### src/include/mog_regs.svh
// Function
// - release of values to analog and digital outputs is gated by trigger input or command
// - a triggered value leaves the block at least one cycle after its trigger instant
// - trigger modes never change the measuring rate, they only select released values
// - after reset triggering is off and values flow out continuously
// - level mode releases values while selected input sits at the chosen level
// - edge mode starts release on the chosen edge of the selected input
// - each edge seen while no burst runs releases a programmed count of 1 to 16383 values, or unlimited
// - after a burst ends the analog output holds the last released value
// - software mode starts release on a software trigger command
// - encoder mode starts release from encoder position with lower, upper limit and step
// - inactive triggering releases every measured value without gating
// - measurement intake and hold tracking run regardless of trigger state
// - reduction n forwards only every nth value, n from 1 to 3,000,000
// - reduction applies only to interfaces whose enable bit is set
// - error mode sends an error marker instead of a value when reading invalid
// - hold-forever mode repeats last valid value until a new valid one arrives
// - counted hold repeats last valid value up to N times, 0 holds forever
`ifndef MOG_REGS_SVH
`define MOG_REGS_SVH

`define MOG_ADDR_W          6
`define MOG_OFS_CTRL        6'h00
`define MOG_OFS_BURST       6'h04
`define MOG_OFS_REDUCE      6'h08
`define MOG_OFS_HOLD        6'h0c
`define MOG_OFS_ENC_LO      6'h10
`define MOG_OFS_ENC_HI      6'h14
`define MOG_OFS_ENC_STEP    6'h18
`define MOG_OFS_SWTRIG      6'h1c
`define MOG_OFS_STATUS      6'h20

`define MOG_CTRL_MODE_LSB   0
`define MOG_CTRL_MODE_MSB   2
`define MOG_CTRL_SRC        3
`define MOG_CTRL_POL        4
`define MOG_CTRL_INF        5
`define MOG_CTRL_ENC        6
`define MOG_CTRL_RED_LSB    8
`define MOG_CTRL_RED_MSB    10
`define MOG_CTRL_HOLD_LSB   12
`define MOG_CTRL_HOLD_MSB   13

`define MOG_ST_GATE         0
`define MOG_ST_BURST        1
`define MOG_ST_FULL         2
`define MOG_ST_REM_LSB      16
`define MOG_ST_REM_MSB      29

`define MOG_BURST_W         14
`define MOG_REDUCE_W        22
`define MOG_HOLD_W          11
`define MOG_BURST_RST       14'h0001
`define MOG_REDUCE_RST      22'h000001
`define MOG_HOLD_RST        11'h000
`define MOG_NIF             3
`define MOG_IF_RS422        0
`define MOG_IF_ANALOG       1
`define MOG_IF_ETH          2

`endif

### src/include/mog_pkg.sv
package mog_pkg;

  typedef enum logic [2:0] {
    MOG_MODE_OFF   = 3'b000,
    MOG_MODE_LEVEL = 3'b001,
    MOG_MODE_EDGE  = 3'b010,
    MOG_MODE_SOFT  = 3'b011,
    MOG_MODE_ENC   = 3'b100
  } mog_mode_t;

  typedef enum logic [1:0] {
    MOG_HOLD_ERR   = 2'b00,
    MOG_HOLD_INF   = 2'b01,
    MOG_HOLD_CNT   = 2'b10
  } mog_hold_t;

  typedef enum logic [0:0] {
    MOG_B_IDLE     = 1'b0,
    MOG_B_RUN      = 1'b1
  } mog_burst_t;

endpackage

### src/hdl/mog_output_gate.sv
`timescale 1ns/1ps
`include "mog_regs.svh"

module mog_output_gate import mog_pkg::*; #(
  parameter int DW = 32,
  parameter int PW = 32
) (
  input  wire logic                   clk,
  input  wire logic                   sys_rst,
  input  wire logic [`MOG_ADDR_W-1:0] avs_address,
  input  wire logic                   avs_read,
  input  wire logic                   avs_write,
  input  wire logic [31:0]            avs_writedata,
  output logic      [31:0]            avs_readdata,
  output logic                        avs_waitrequest,
  input  wire logic                   sync_trig_in,
  input  wire logic                   aux_trigger_input,
  input  wire logic [PW-1:0]          enc1_pos,
  input  wire logic [PW-1:0]          enc2_pos,
  input  wire logic                   meas_valid,
  input  wire logic [DW-1:0]          meas_data,
  input  wire logic                   meas_ok,
  output logic                        meas_ready,
  output logic                        out_valid,
  input  wire logic                   out_ready,
  output logic      [DW-1:0]          out_data,
  output logic                        out_err,
  output logic      [`MOG_NIF-1:0]    out_keep,
  output logic      [DW-1:0]          ana_value,
  output logic                        ana_err
);

  // register file
  logic [31:0]               ctrl_reg, ctrl_next;
  logic [`MOG_BURST_W-1:0]   burst_reg, burst_next;
  logic [`MOG_REDUCE_W-1:0]  reduce_reg, reduce_next;
  logic [`MOG_HOLD_W-1:0]    hold_reg, hold_next;
  logic [PW-1:0]             enc_lo_reg, enc_lo_next;
  logic [PW-1:0]             enc_hi_reg, enc_hi_next;
  logic [PW-1:0]             enc_step_reg, enc_step_next;
  logic                      wait_reg, wait_next;
  logic [31:0]               rdata_reg, rdata_next;
  logic                      swtrig_reg, swtrig_next;
  logic                      wr_ok;

  // gating state
  logic                      trig_reg, trig_next;
  logic                      trig_prev_reg, trig_prev_next;
  mog_burst_t                bst_reg, bst_next;
  logic [`MOG_BURST_W-1:0]   rem_reg, rem_next;
  logic [PW-1:0]             enc_pt_reg, enc_pt_next;
  logic [2:0]                mode_prev_reg, mode_prev_next;

  // per-interface reduction and hold tracking
  logic [`MOG_REDUCE_W-1:0]  red_cnt_reg [`MOG_NIF];
  logic [`MOG_REDUCE_W-1:0]  red_cnt_next [`MOG_NIF];
  logic [DW-1:0]             last_reg, last_next;
  logic                      have_last_reg, have_last_next;
  logic [`MOG_HOLD_W-1:0]    bad_cnt_reg, bad_cnt_next;

  // two-entry buffer
  logic                      hv_reg, hv_next, tv_reg, tv_next;
  logic [DW-1:0]             hd_reg, hd_next, td_reg, td_next;
  logic                      he_reg, he_next, te_reg, te_next;
  logic [`MOG_NIF-1:0]       hk_reg, hk_next, tk_reg, tk_next;
  logic                      rdy_reg, rdy_next;
  logic [DW-1:0]             ana_reg, ana_next;
  logic                      anae_reg, anae_next;

  // derived control
  mog_mode_t                 mode;
  mog_hold_t                 hmode;
  logic                      src_sel, pol, inf_cnt, enc_sel;
  logic [`MOG_NIF-1:0]       red_en;
  logic                      trig_pin, edge_hit, enc_hit, start_ev;
  logic                      gate, take, release_v;
  logic [PW-1:0]             enc_pos;
  logic [`MOG_NIF-1:0]       keep;
  logic [DW-1:0]             wdata;
  logic                      werr;
  logic                      push, pop;

  function automatic logic [`MOG_REDUCE_W-1:0] red_step(input logic [`MOG_REDUCE_W-1:0] cnt,
                                                        input logic [`MOG_REDUCE_W-1:0] n);
    logic [`MOG_REDUCE_W-1:0] r;
    r = '0;
    if (n > `MOG_REDUCE_W'(1) && cnt < n - `MOG_REDUCE_W'(1)) begin
      r = cnt + `MOG_REDUCE_W'(1);
    end
    return r;
  endfunction

  assign mode    = mog_mode_t'(ctrl_reg[`MOG_CTRL_MODE_MSB:`MOG_CTRL_MODE_LSB]);
  assign hmode   = mog_hold_t'(ctrl_reg[`MOG_CTRL_HOLD_MSB:`MOG_CTRL_HOLD_LSB]);
  assign src_sel = ctrl_reg[`MOG_CTRL_SRC];
  assign pol     = ctrl_reg[`MOG_CTRL_POL];
  assign inf_cnt = ctrl_reg[`MOG_CTRL_INF];
  assign enc_sel = ctrl_reg[`MOG_CTRL_ENC];
  assign red_en  = ctrl_reg[`MOG_CTRL_RED_MSB:`MOG_CTRL_RED_LSB];
  assign wr_ok   = avs_write && !wait_reg;

  // avalon slave: one wait cycle, access completes at the edge with waitrequest low
  always_comb begin
    ctrl_next     = ctrl_reg;
    burst_next    = burst_reg;
    reduce_next   = reduce_reg;
    hold_next     = hold_reg;
    enc_lo_next   = enc_lo_reg;
    enc_hi_next   = enc_hi_reg;
    enc_step_next = enc_step_reg;
    swtrig_next   = 1'b0;
    rdata_next    = rdata_reg;
    wait_next     = 1'b1;
    if ((avs_read || avs_write) && wait_reg) begin
      wait_next = 1'b0;
      case (avs_address)
        `MOG_OFS_CTRL:     rdata_next = ctrl_reg;
        `MOG_OFS_BURST:    rdata_next = 32'(burst_reg);
        `MOG_OFS_REDUCE:   rdata_next = 32'(reduce_reg);
        `MOG_OFS_HOLD:     rdata_next = 32'(hold_reg);
        `MOG_OFS_ENC_LO:   rdata_next = 32'(enc_lo_reg);
        `MOG_OFS_ENC_HI:   rdata_next = 32'(enc_hi_reg);
        `MOG_OFS_ENC_STEP: rdata_next = 32'(enc_step_reg);
        `MOG_OFS_STATUS: begin
          rdata_next = 32'h0000_0000;
          rdata_next[`MOG_ST_GATE] = gate;
          rdata_next[`MOG_ST_BURST] = (bst_reg == MOG_B_RUN);
          rdata_next[`MOG_ST_FULL] = tv_reg;
          rdata_next[`MOG_ST_REM_MSB:`MOG_ST_REM_LSB] = rem_reg;
        end
        default:           rdata_next = 32'h0000_0000;
      endcase
    end
    if (wr_ok) begin
      case (avs_address)
        `MOG_OFS_CTRL:     ctrl_next = avs_writedata & 32'h0000_377f;
        `MOG_OFS_BURST:    burst_next = avs_writedata[`MOG_BURST_W-1:0];
        `MOG_OFS_REDUCE:   reduce_next = avs_writedata[`MOG_REDUCE_W-1:0];
        `MOG_OFS_HOLD:     hold_next = avs_writedata[`MOG_HOLD_W-1:0];
        `MOG_OFS_ENC_LO:   enc_lo_next = avs_writedata[PW-1:0];
        `MOG_OFS_ENC_HI:   enc_hi_next = avs_writedata[PW-1:0];
        `MOG_OFS_ENC_STEP: enc_step_next = avs_writedata[PW-1:0];
        `MOG_OFS_SWTRIG:   swtrig_next = avs_writedata[0];
        default:           swtrig_next = 1'b0;
      endcase
    end
  end

  always_ff @(posedge clk) begin
    if (sys_rst) begin
      ctrl_reg     <= 32'h0000_0000;
      burst_reg    <= `MOG_BURST_RST;
      reduce_reg   <= `MOG_REDUCE_RST;
      hold_reg     <= `MOG_HOLD_RST;
      enc_lo_reg   <= '0;
      enc_hi_reg   <= '0;
      enc_step_reg <= '0;
      swtrig_reg   <= 1'b0;
      rdata_reg    <= 32'h0000_0000;
      wait_reg     <= 1'b1;
    end else begin
      ctrl_reg     <= ctrl_next;
      burst_reg    <= burst_next;
      reduce_reg   <= reduce_next;
      hold_reg     <= hold_next;
      enc_lo_reg   <= enc_lo_next;
      enc_hi_reg   <= enc_hi_next;
      enc_step_reg <= enc_step_next;
      swtrig_reg   <= swtrig_next;
      rdata_reg    <= rdata_next;
      wait_reg     <= wait_next;
    end
  end

  // trigger detection works on registered samples, so release trails the trigger
  assign trig_pin = src_sel ? aux_trigger_input : sync_trig_in;
  assign edge_hit = pol ? (trig_reg && !trig_prev_reg) : (!trig_reg && trig_prev_reg);
  assign enc_pos  = enc_sel ? enc2_pos : enc1_pos;
  assign enc_hit  = (enc_pos >= enc_pt_reg) && (enc_pos >= enc_lo_reg) && (enc_pos <= enc_hi_reg);
  assign take     = meas_valid && rdy_reg;

  always_comb begin
    start_ev = 1'b0;
    case (mode)
      MOG_MODE_EDGE: start_ev = edge_hit;
      MOG_MODE_SOFT: start_ev = swtrig_reg;
      MOG_MODE_ENC:  start_ev = enc_hit;
      default:       start_ev = 1'b0;
    endcase
    case (mode)
      MOG_MODE_OFF:   gate = 1'b1;
      MOG_MODE_LEVEL: gate = (trig_reg == pol);
      default:        gate = (bst_reg == MOG_B_RUN);
    endcase
  end

  // gate only picks values; intake rate is untouched
  assign release_v = take && gate;

  always_comb begin
    trig_next      = trig_pin;
    trig_prev_next = trig_reg;
    mode_prev_next = mode;
    bst_next       = bst_reg;
    rem_next       = rem_reg;
    enc_pt_next    = enc_pt_reg;
    if (mode == MOG_MODE_ENC && enc_hit) begin
      enc_pt_next = enc_pt_reg + enc_step_reg;
    end
    if (mode_prev_reg != mode || (mode == MOG_MODE_ENC && enc_pos < enc_lo_reg)) begin
      enc_pt_next = enc_lo_reg;
    end
    case (bst_reg)
      MOG_B_IDLE: begin
        if (start_ev) begin
          bst_next = MOG_B_RUN;
          rem_next = burst_reg;
        end
      end
      MOG_B_RUN: begin
        // new starts ignored while running
        if (release_v && !inf_cnt) begin
          rem_next = rem_reg - `MOG_BURST_W'(1);
          if (rem_reg <= `MOG_BURST_W'(1)) begin
            bst_next = MOG_B_IDLE;
          end
        end
      end
      default: bst_next = MOG_B_IDLE;
    endcase
    if (mode == MOG_MODE_OFF || mode == MOG_MODE_LEVEL || mode_prev_reg != mode) begin
      bst_next = MOG_B_IDLE;
    end
  end

  always_ff @(posedge clk) begin
    if (sys_rst) begin
      trig_reg      <= 1'b0;
      trig_prev_reg <= 1'b0;
      mode_prev_reg <= 3'h0;
      bst_reg       <= MOG_B_IDLE;
      rem_reg       <= '0;
      enc_pt_reg    <= '0;
    end else begin
      trig_reg      <= trig_next;
      trig_prev_reg <= trig_prev_next;
      mode_prev_reg <= mode_prev_next;
      bst_reg       <= bst_next;
      rem_reg       <= rem_next;
      enc_pt_reg    <= enc_pt_next;
    end
  end

  // hold tracking runs on every taken value, gated or not
  always_comb begin
    last_next      = last_reg;
    have_last_next = have_last_reg;
    bad_cnt_next   = bad_cnt_reg;
    wdata          = meas_data;
    werr           = 1'b0;
    if (!meas_ok) begin
      wdata = last_reg;
      case (hmode)
        MOG_HOLD_INF: werr = !have_last_reg;
        MOG_HOLD_CNT: werr = !have_last_reg ||
                             (hold_reg != `MOG_HOLD_W'(0) && bad_cnt_reg >= hold_reg);
        default:      werr = 1'b1;
      endcase
      if (werr) begin
        wdata = '0;
      end
    end
    if (take) begin
      if (meas_ok) begin
        last_next      = meas_data;
        have_last_next = 1'b1;
        bad_cnt_next   = '0;
      end else if (bad_cnt_reg != {`MOG_HOLD_W{1'b1}}) begin
        bad_cnt_next = bad_cnt_reg + `MOG_HOLD_W'(1);
      end
    end
  end

  always_ff @(posedge clk) begin
    if (sys_rst) begin
      last_reg      <= '0;
      have_last_reg <= 1'b0;
      bad_cnt_reg   <= '0;
    end else begin
      last_reg      <= last_next;
      have_last_reg <= have_last_next;
      bad_cnt_reg   <= bad_cnt_next;
    end
  end

  // every nth released value per enabled interface
  always_comb begin
    for (int i = 0; i < `MOG_NIF; i++) begin
      keep[i]         = !red_en[i] || (red_cnt_reg[i] == '0);
      red_cnt_next[i] = red_cnt_reg[i];
      if (release_v && red_en[i]) begin
        red_cnt_next[i] = red_step(red_cnt_reg[i], reduce_reg);
      end
    end
  end

  always_ff @(posedge clk) begin
    for (int i = 0; i < `MOG_NIF; i++) begin
      if (sys_rst) begin
        red_cnt_reg[i] <= '0;
      end else begin
        red_cnt_reg[i] <= red_cnt_next[i];
      end
    end
  end

  // two-entry buffer; values land at least one cycle after being taken
  assign push = release_v && (keep != '0);
  assign pop  = hv_reg && out_ready;

  always_comb begin
    hv_next   = hv_reg;
    hd_next   = hd_reg;
    he_next   = he_reg;
    hk_next   = hk_reg;
    tv_next   = tv_reg;
    td_next   = td_reg;
    te_next   = te_reg;
    tk_next   = tk_reg;
    ana_next  = ana_reg;
    anae_next = anae_reg;
    if (pop) begin
      hv_next = tv_reg;
      hd_next = td_reg;
      he_next = te_reg;
      hk_next = tk_reg;
      tv_next = 1'b0;
      if (hk_reg[`MOG_IF_ANALOG]) begin
        ana_next  = hd_reg;
        anae_next = he_reg;
      end
    end
    if (push) begin
      if (!hv_next) begin
        hv_next = 1'b1;
        hd_next = wdata;
        he_next = werr;
        hk_next = keep;
      end else begin
        tv_next = 1'b1;
        td_next = wdata;
        te_next = werr;
        tk_next = keep;
      end
    end
    rdy_next = !tv_next;
  end

  always_ff @(posedge clk) begin
    if (sys_rst) begin
      hv_reg   <= 1'b0;
      hd_reg   <= '0;
      he_reg   <= 1'b0;
      hk_reg   <= '0;
      tv_reg   <= 1'b0;
      td_reg   <= '0;
      te_reg   <= 1'b0;
      tk_reg   <= '0;
      rdy_reg  <= 1'b1;
      ana_reg  <= '0;
      anae_reg <= 1'b0;
    end else begin
      hv_reg   <= hv_next;
      hd_reg   <= hd_next;
      he_reg   <= he_next;
      hk_reg   <= hk_next;
      tv_reg   <= tv_next;
      td_reg   <= td_next;
      te_reg   <= te_next;
      tk_reg   <= tk_next;
      rdy_reg  <= rdy_next;
      ana_reg  <= ana_next;
      anae_reg <= anae_next;
    end
  end

  assign avs_readdata    = rdata_reg;
  assign avs_waitrequest = wait_reg;
  assign meas_ready      = rdy_reg;
  assign out_valid       = hv_reg;
  assign out_data        = hd_reg;
  assign out_err         = he_reg;
  assign out_keep        = hk_reg;
  assign ana_value       = ana_reg;
  assign ana_err         = anae_reg;

endmodule

### config.mk
export PLATFORM = sky130hd
export DESIGN_NAME = mog_output_gate
export DESIGN_NICKNAME = d
export VERILOG_FILES = /design/src/include/mog_pkg.sv /design/src/hdl/mog_output_gate.sv
export VERILOG_INCLUDE_DIRS = /design/src /design/src/include
export SDC_FILE = /design/constraint.sdc
export NUM_CORES = 1
export LEC_CHECK = 0
export BUFFER_PORTS_ARGS = -buffer_cell sky130_fd_sc_hd__buf_2
export CORE_ASPECT_RATIO = 1.5
export CORE_MARGIN = 2
export CORE_UTILIZATION = 51
export DETAILED_ROUTE_END_ITERATION = 8
export PLACE_DENSITY = 0.7
export SLEW_MARGIN = 10
export SYNTH_ARGS = -nofsm -noshare
export SYNTH_HDL_FRONTEND = slang
export SYNTH_SLANG_ARGS = --single-unit
### constraint.sdc
create_clock -name clk -period 4.15 [get_ports clk]
set_clock_uncertainty 0.1 [all_clocks]
set_input_delay 0.6225 -clock clk [delete_from_list [all_inputs] [get_ports clk]]
set_output_delay 0.6225 -clock clk [all_outputs]
set_load 0.005 [all_outputs]
Word-level counts from Yosys, hierarchy flattened:

Memory sizes are Yosys's and may differ from the RTL's.
Cells that the tools add are included.

* logic and storage cells: 182
* output and inout bits: 104
* bits in registers: 393
* input bits: 143
* bits in writable memories: 66
* memories kept: 1

Memory list
* red_cnt_reg: words 3, bits a word 22, rd ports 3, clocked after memory_dff 0, wr ports 3, line mog_output_gate.sv:55 `` logic [`MOG_REDUCE_W-1:0] red_cnt_reg [`MOG_NIF]; ``

* equal/unequal tests: 19
* muxes and demuxes: 49
* bitwise logic cells: 6
* reductions and logical operators: 60
* magnitude comparators: 10
* add/sub/neg operators: 7

Operators with widths (count)
* 32-bit 2-to-1 mux: 8
* 32-bit case mux with 8 select lines: 1
* 22-bit 2-to-1 mux: 9
* 22-bit by 1-bit adder with 22-bit output, second input constant: 3
* 22-bit logical NOT: 3
* 22-bit < comparator: 3
* 32-bit greater-or-equal comparator: 2
* 32-bit adder: 1
* 32-bit <= comparator: 1
* 32-bit < comparator: 1
* 14-bit 2-to-1 mux: 2
* 14-bit case mux with 2 select lines: 1
* 6-bit by 5-bit == test with 1-bit output, second input constant: 4
* 2-bit AND reduction: 12
* 22-bit by 1-bit > comparator with 1-bit output, second input constant: 1
* 11-bit 2-to-1 mux: 2
* 22-bit by 1-bit subtractor with 22-bit output, second input constant: 1
* 1-bit logical AND: 20
* 1-bit 2-to-1 mux: 19
* 14-bit by 1-bit <= comparator with 1-bit output, second input constant: 1
* 14-bit by 1-bit subtractor with 14-bit output, second input constant: 1
* 6-bit by 4-bit == test with 1-bit output, second input constant: 2
* 11-bit by 1-bit adder with 11-bit output, second input constant: 1
* 11-bit greater-or-equal comparator: 1
* other kinds (26): 51

Logic depth before layout (Yosys ltp):

* depth in word-level cells: 9
* mapped depth: 18
* gate-level depth less buffers: 17

Least setup slack after synthesis:

Ideal clock, no wire load.

* kind: register to register
* start: register reduce_reg[2]
* end: memory red_cnt_reg[2][0] (netlist bit)
* arrival: 3.636 ns
* cell stages (with the launch flop): 18
* path slack: 0.349 ns
* data required time: 3.985 ns
* library setup time: 0.065 ns
* clock period less this slack: 3.801 ns
* path buffers: 1
* path through: dfxtp_1 > or3_1 > nor3_1 > nand2_1 > nor2b_1 > xnor2_1 > ha_1 > a21o_1 > a21o_1 > a21o_1 > a21oi_1 > nor2b_1 > o21ai_1 > nand2b_1 > a2111oi_0 > a21oi_1 > clkbuf_1 > nor2_1

RTL lines
* from (decl): line mog_output_gate.sv:36 `` logic [`MOG_REDUCE_W-1:0] reduce_reg, reduce_next; ``
* from (signal assigned): line mog_output_gate.sv:153 `` reduce_reg <= `MOG_REDUCE_RST; ``
* from (signal assigned): line mog_output_gate.sv:164 `reduce_reg <= reduce_next;`
* to (decl): line mog_output_gate.sv:55

Worst setup path after layout:

* start: register ctrl_reg[6]
* end: register rem_reg[6]

* longest elaborated chain between the ends: 7
* elaborated cells on any way between the ends: 9
* classes of those cells: order compare: 3; eq/ne: 1; mux: 2; reduce/logical: 3

Ends and longest elaborated chain
* from (decl): line mog_output_gate.sv:34 `logic [31:0] ctrl_reg, ctrl_next;`
* from (signal assigned): line mog_output_gate.sv:162 `ctrl_reg <= ctrl_next;`
* 32-bit 2-to-1 mux *: line mog_output_gate.sv:178 `assign enc_pos = enc_sel ? enc2_pos : enc1_pos;`
* 32-bit greater-or-equal comparator: line mog_output_gate.sv:179 `assign enc_hit = (enc_pos >= enc_pt_reg) && (enc_pos >= enc_lo_reg) && (enc_pos <= enc_hi_reg);`
* 1-bit logical AND: line mog_output_gate.sv:179
* 1-bit logical AND *: line mog_output_gate.sv:179
* 1-bit case mux with 3 select lines *: line mog_output_gate.sv:184 `case (mode)`
* 2-bit inequality test (no source line) *
* 2-bit AND reduction (no source line) *
* to (signal assigned): line mog_output_gate.sv:249 `rem_reg <= rem_next;`
* to (decl): line mog_output_gate.sv:50 `` logic [`MOG_BURST_W-1:0] rem_reg, rem_next; ``

Mark *: on every way between the ends. The rest lies on a longest branch, timed or not.
A chain may end at the register's enable or synchronous reset.

==> impl_metrics.toml <==
[outcome]
outcome = "complete, no violations"

[finish]
finalNonFillerCells = 4108
final_nets = 3766
syn2layout_area_growth_pct = 14.1
post_route_cells_drive_above_1_share_pct = 14.1
design_area_um2 = 29400
largest_register_ffs = 66

[placed_design]
place_inst = 4025
io_buffers = 246
gp_congestion = 0.992
hpwl_mm = 60.3
place_area_um2 = 27800

[yosys]
syn_area_um2 = 25800
synth-simple-area-share_pct = 20.8
avgSynthCellArea_um2 = 7.97
ys_seq_elements = 459
synth-edff-count = 0
async_flop_share_pct = 0
synthCells = 3234
yosysTopAreaCellShare_pct = 35.7
yosysSeqAreaShare_pct = 35.7
synth_warnings = 0
synth.most_common_cell = "nand2_1"
synth_top_cells_by_count = "nand2_1, dfxtp_1, a21oi_1, nor2_1, ha_1"
synth_top_family_by_area = "simple AND/OR/NAND/NOR gates"
netlist-cell-type-count = 79
synth_nets = 3592
synth_fa_ha_area_share_pct = 10.5
synth_top_area_cell = "dfxtp_1"
synth-main-ff-cell = "dfxtp_1"
synth_xor_area_share_pct = 4.11
synth_mux_area_share_pct = 4.71
yosys-top-cells-area = "dfxtp_1, ha_1, nand2_1, a21oi_1, nor2_1"
synth_compound_area_share_pct = 19.4

[floorplan]
pin_count = 247
coreArea_um2 = 49800
die_width_um = 188
rows = 100
dieArea_um2 = 52400
die_h_um = 279
start_util_pct = 51.8

[pwr]
p_leak_nw = 11.5
ir_worst_vdd_mv = 0.365
powerDensity_nw_per_um2 = 325

[clock_tree]
clk_pin_slew_worst_paths_ns = 0.07
clock_sinks = 459
clock_latency_ns = 0.58
cts_buffer_depth = 3
holdBufCountCts = 0
cts-root-buf = "clkbuf_16"
cts_tree = "built"
cts_buffers = 43
htreeDepth = 2

[drt]
vias_per_cell = 5.89
ant_nets = 0
wl_per_cell_um = 19.7
firstDrtPassIters = 8
drc = 0
drt_iter0_markers = 1927
vias = 24200
wirelength_mm = 80.8

[sta]
tightestPinTransition_ns = 0.881
setup_violations = 0
slew_headroom_pct = 41.0
post-route-period-util_pct = 95.8
hold_violations = 0
finalCriticalPeriod_ns = 3.97
final_max_slew_viol_count = 0
fmax_mhz = 252

[setup_path]
cpPeakStageDelay_ns = 0.42
critPathSlowestCell = "or3_1"
crit_required_ns = 4.55
rrSetupSlack_ns = 0.18
cp_common_cell = "buf_4"
critical_path_class = "reg2reg"
endpoint_kind = "flip-flop"
start_kind = "flip-flop"
arrival_ns = 4.37
cp_cell_sequence = "buf_12, buf_4, mux2_2, ha_1, a21oi_1, o21ai_1, a221oi_1, nor3_1, or3_1, o221a_2, nand2_8, a21o_1, buf_4, nand3_1, a31oi_1"
cp_max_fo = 27

[grt]
grt_max_degree = 141
antenna_found_initial = 3
grt_util_all_layers_pct = 29.8
grt_overflow = 0
grt_pass1_wl_mm = 126
grt_pass1_vias = 23600

[flow_run]
drv_cap = 0

[min_path]
hp-class = "in2reg"
==> power breakdown <==
part | internal (W) | switching [W] | leakage [nW]
combinational | 0.000274 | 0.000468 | 7.06
clock | 0.00245 | 0.00183 | 0.759
sequential | 0.00448 | 0.0000546 | 3.71
total | 0.00720 | 0.00236 | 11.5
==> path summary, 6_finish.rpt <==
check,from,to,cells after the start
hold reg to reg,last_reg[25],last_reg[25],2
hold / removal,sync_trig_in,trig_prev_next,3
setup / recovery,ctrl_reg[6],rem_reg[6],15
setup reg to reg,ctrl_reg[6],rem_reg[6],15
==> cell usage in the layout, fill, tap and decap left out, drive strengths merged, types with 5 or more instances in the layout <==
| cell type | n |
|---|---|
| clkinv | 17 |
| a21oi | 364 |
| a221oi | 10 |
| xor2 | 72 |
| nor3 | 61 |
| nand3 | 48 |
| nor2b | 53 |
| nand2b | 14 |
| ha | 214 |
| a2111oi | 6 |
| mux2i | 64 |
| o211ai | 15 |
| buf | 315 |
| a21o | 41 |
| xnor2 | 49 |
| dfxtp | 459 |
| o21a | 23 |
| or3 | 14 |
| nand2 | 560 |
| mux4 | 9 |
| bufinv | 6 |
| or2 | 7 |
| and4 | 7 |
| a22oi | 58 |
| a31oi | 13 |
| inv | 135 |
| nor2 | 316 |
| nor4 | 20 |
| o21ai | 78 |
| a211oi | 141 |
| mux2 | 33 |
| o31ai | 6 |
| nand4 | 50 |
| clkbuf | 55 |
| and2 | 5 |
| and3 | 48 |
==> critical path, delay by kind of cell, from the launching register on <==
family	cells	cell delay, ns
AOI/OAI and AO/OA	6	1.26
and+or+nand+nor	4	0.80
buffers and inverters	3	0.61
DFF	1	0.40
muxes	1	0.37
adders and majority gates	1	0.30
==> kinds of logic (layout without fill, tap and decap cells) <==
group	after synthesis	after routing
AOI/OAI and AO/OA	795	795
xor gates and xnor gates	121	121
adders and majority gates	215	215
buffers and inverters	321	529
DFF	459	459
muxes	106	106
other	0	2
and+or+nand+nor	1217	1218
==> area by class of cell <==
class	instances	area, µm²
tap	663	830
clock buffer	55	1200
clock inverter	25	329
timing repair buffer	315	1850
sequential	459	9190
antenna	2	5.00
fill	4594	20400
multi-input combinational	2455	15500
inverter	134	503
==> what timing repair did <==
item	4_1_cts	5_1_grt
resized for setup	3	16
hold endpoints to repair	0	0
setup endpoints to repair	41	104
setup buffers	0	0
pin swaps	0	1
cloned	0	1
==> metrics by stage <==
| stage | total power (W) | hold slack [ns] | setup slack (ns) | TNS (ns) | util (%) |
|---|---|---|---|---|---|
| 2_1_floorplan | 0.00505 | 0.332 | 0.349 | 0 | - |
| 3_3_place_gp | 0.00534 | 0.337 | -0.156 | -3.41 | 55.8 |
| 3_5_place_dp | 0.00536 | 0.342 | -0.171 | -4.07 | 55.8 |
| 4_1_cts | 0.00960 | 0.169 | 0.0250 | 0 | 58.9 |
| 5_1_grt | 0.00985 | 0.185 | -0.0177 | -0.0690 | 59.0 |
| 6_report | 0.00955 | 0.182 | 0.176 | 0 | 59.0 |
==> routing by layer <==
layer	global-route usage (%)	up-vias	share of wire [%]
li1	-	11700	-
met1	33.9	11400	39
met2	53.2	857	50
met3	3.28	257	5.1
met4	18.5	2	6.5
met5	0	-	0.014
(Power assumes the default switching activity.)
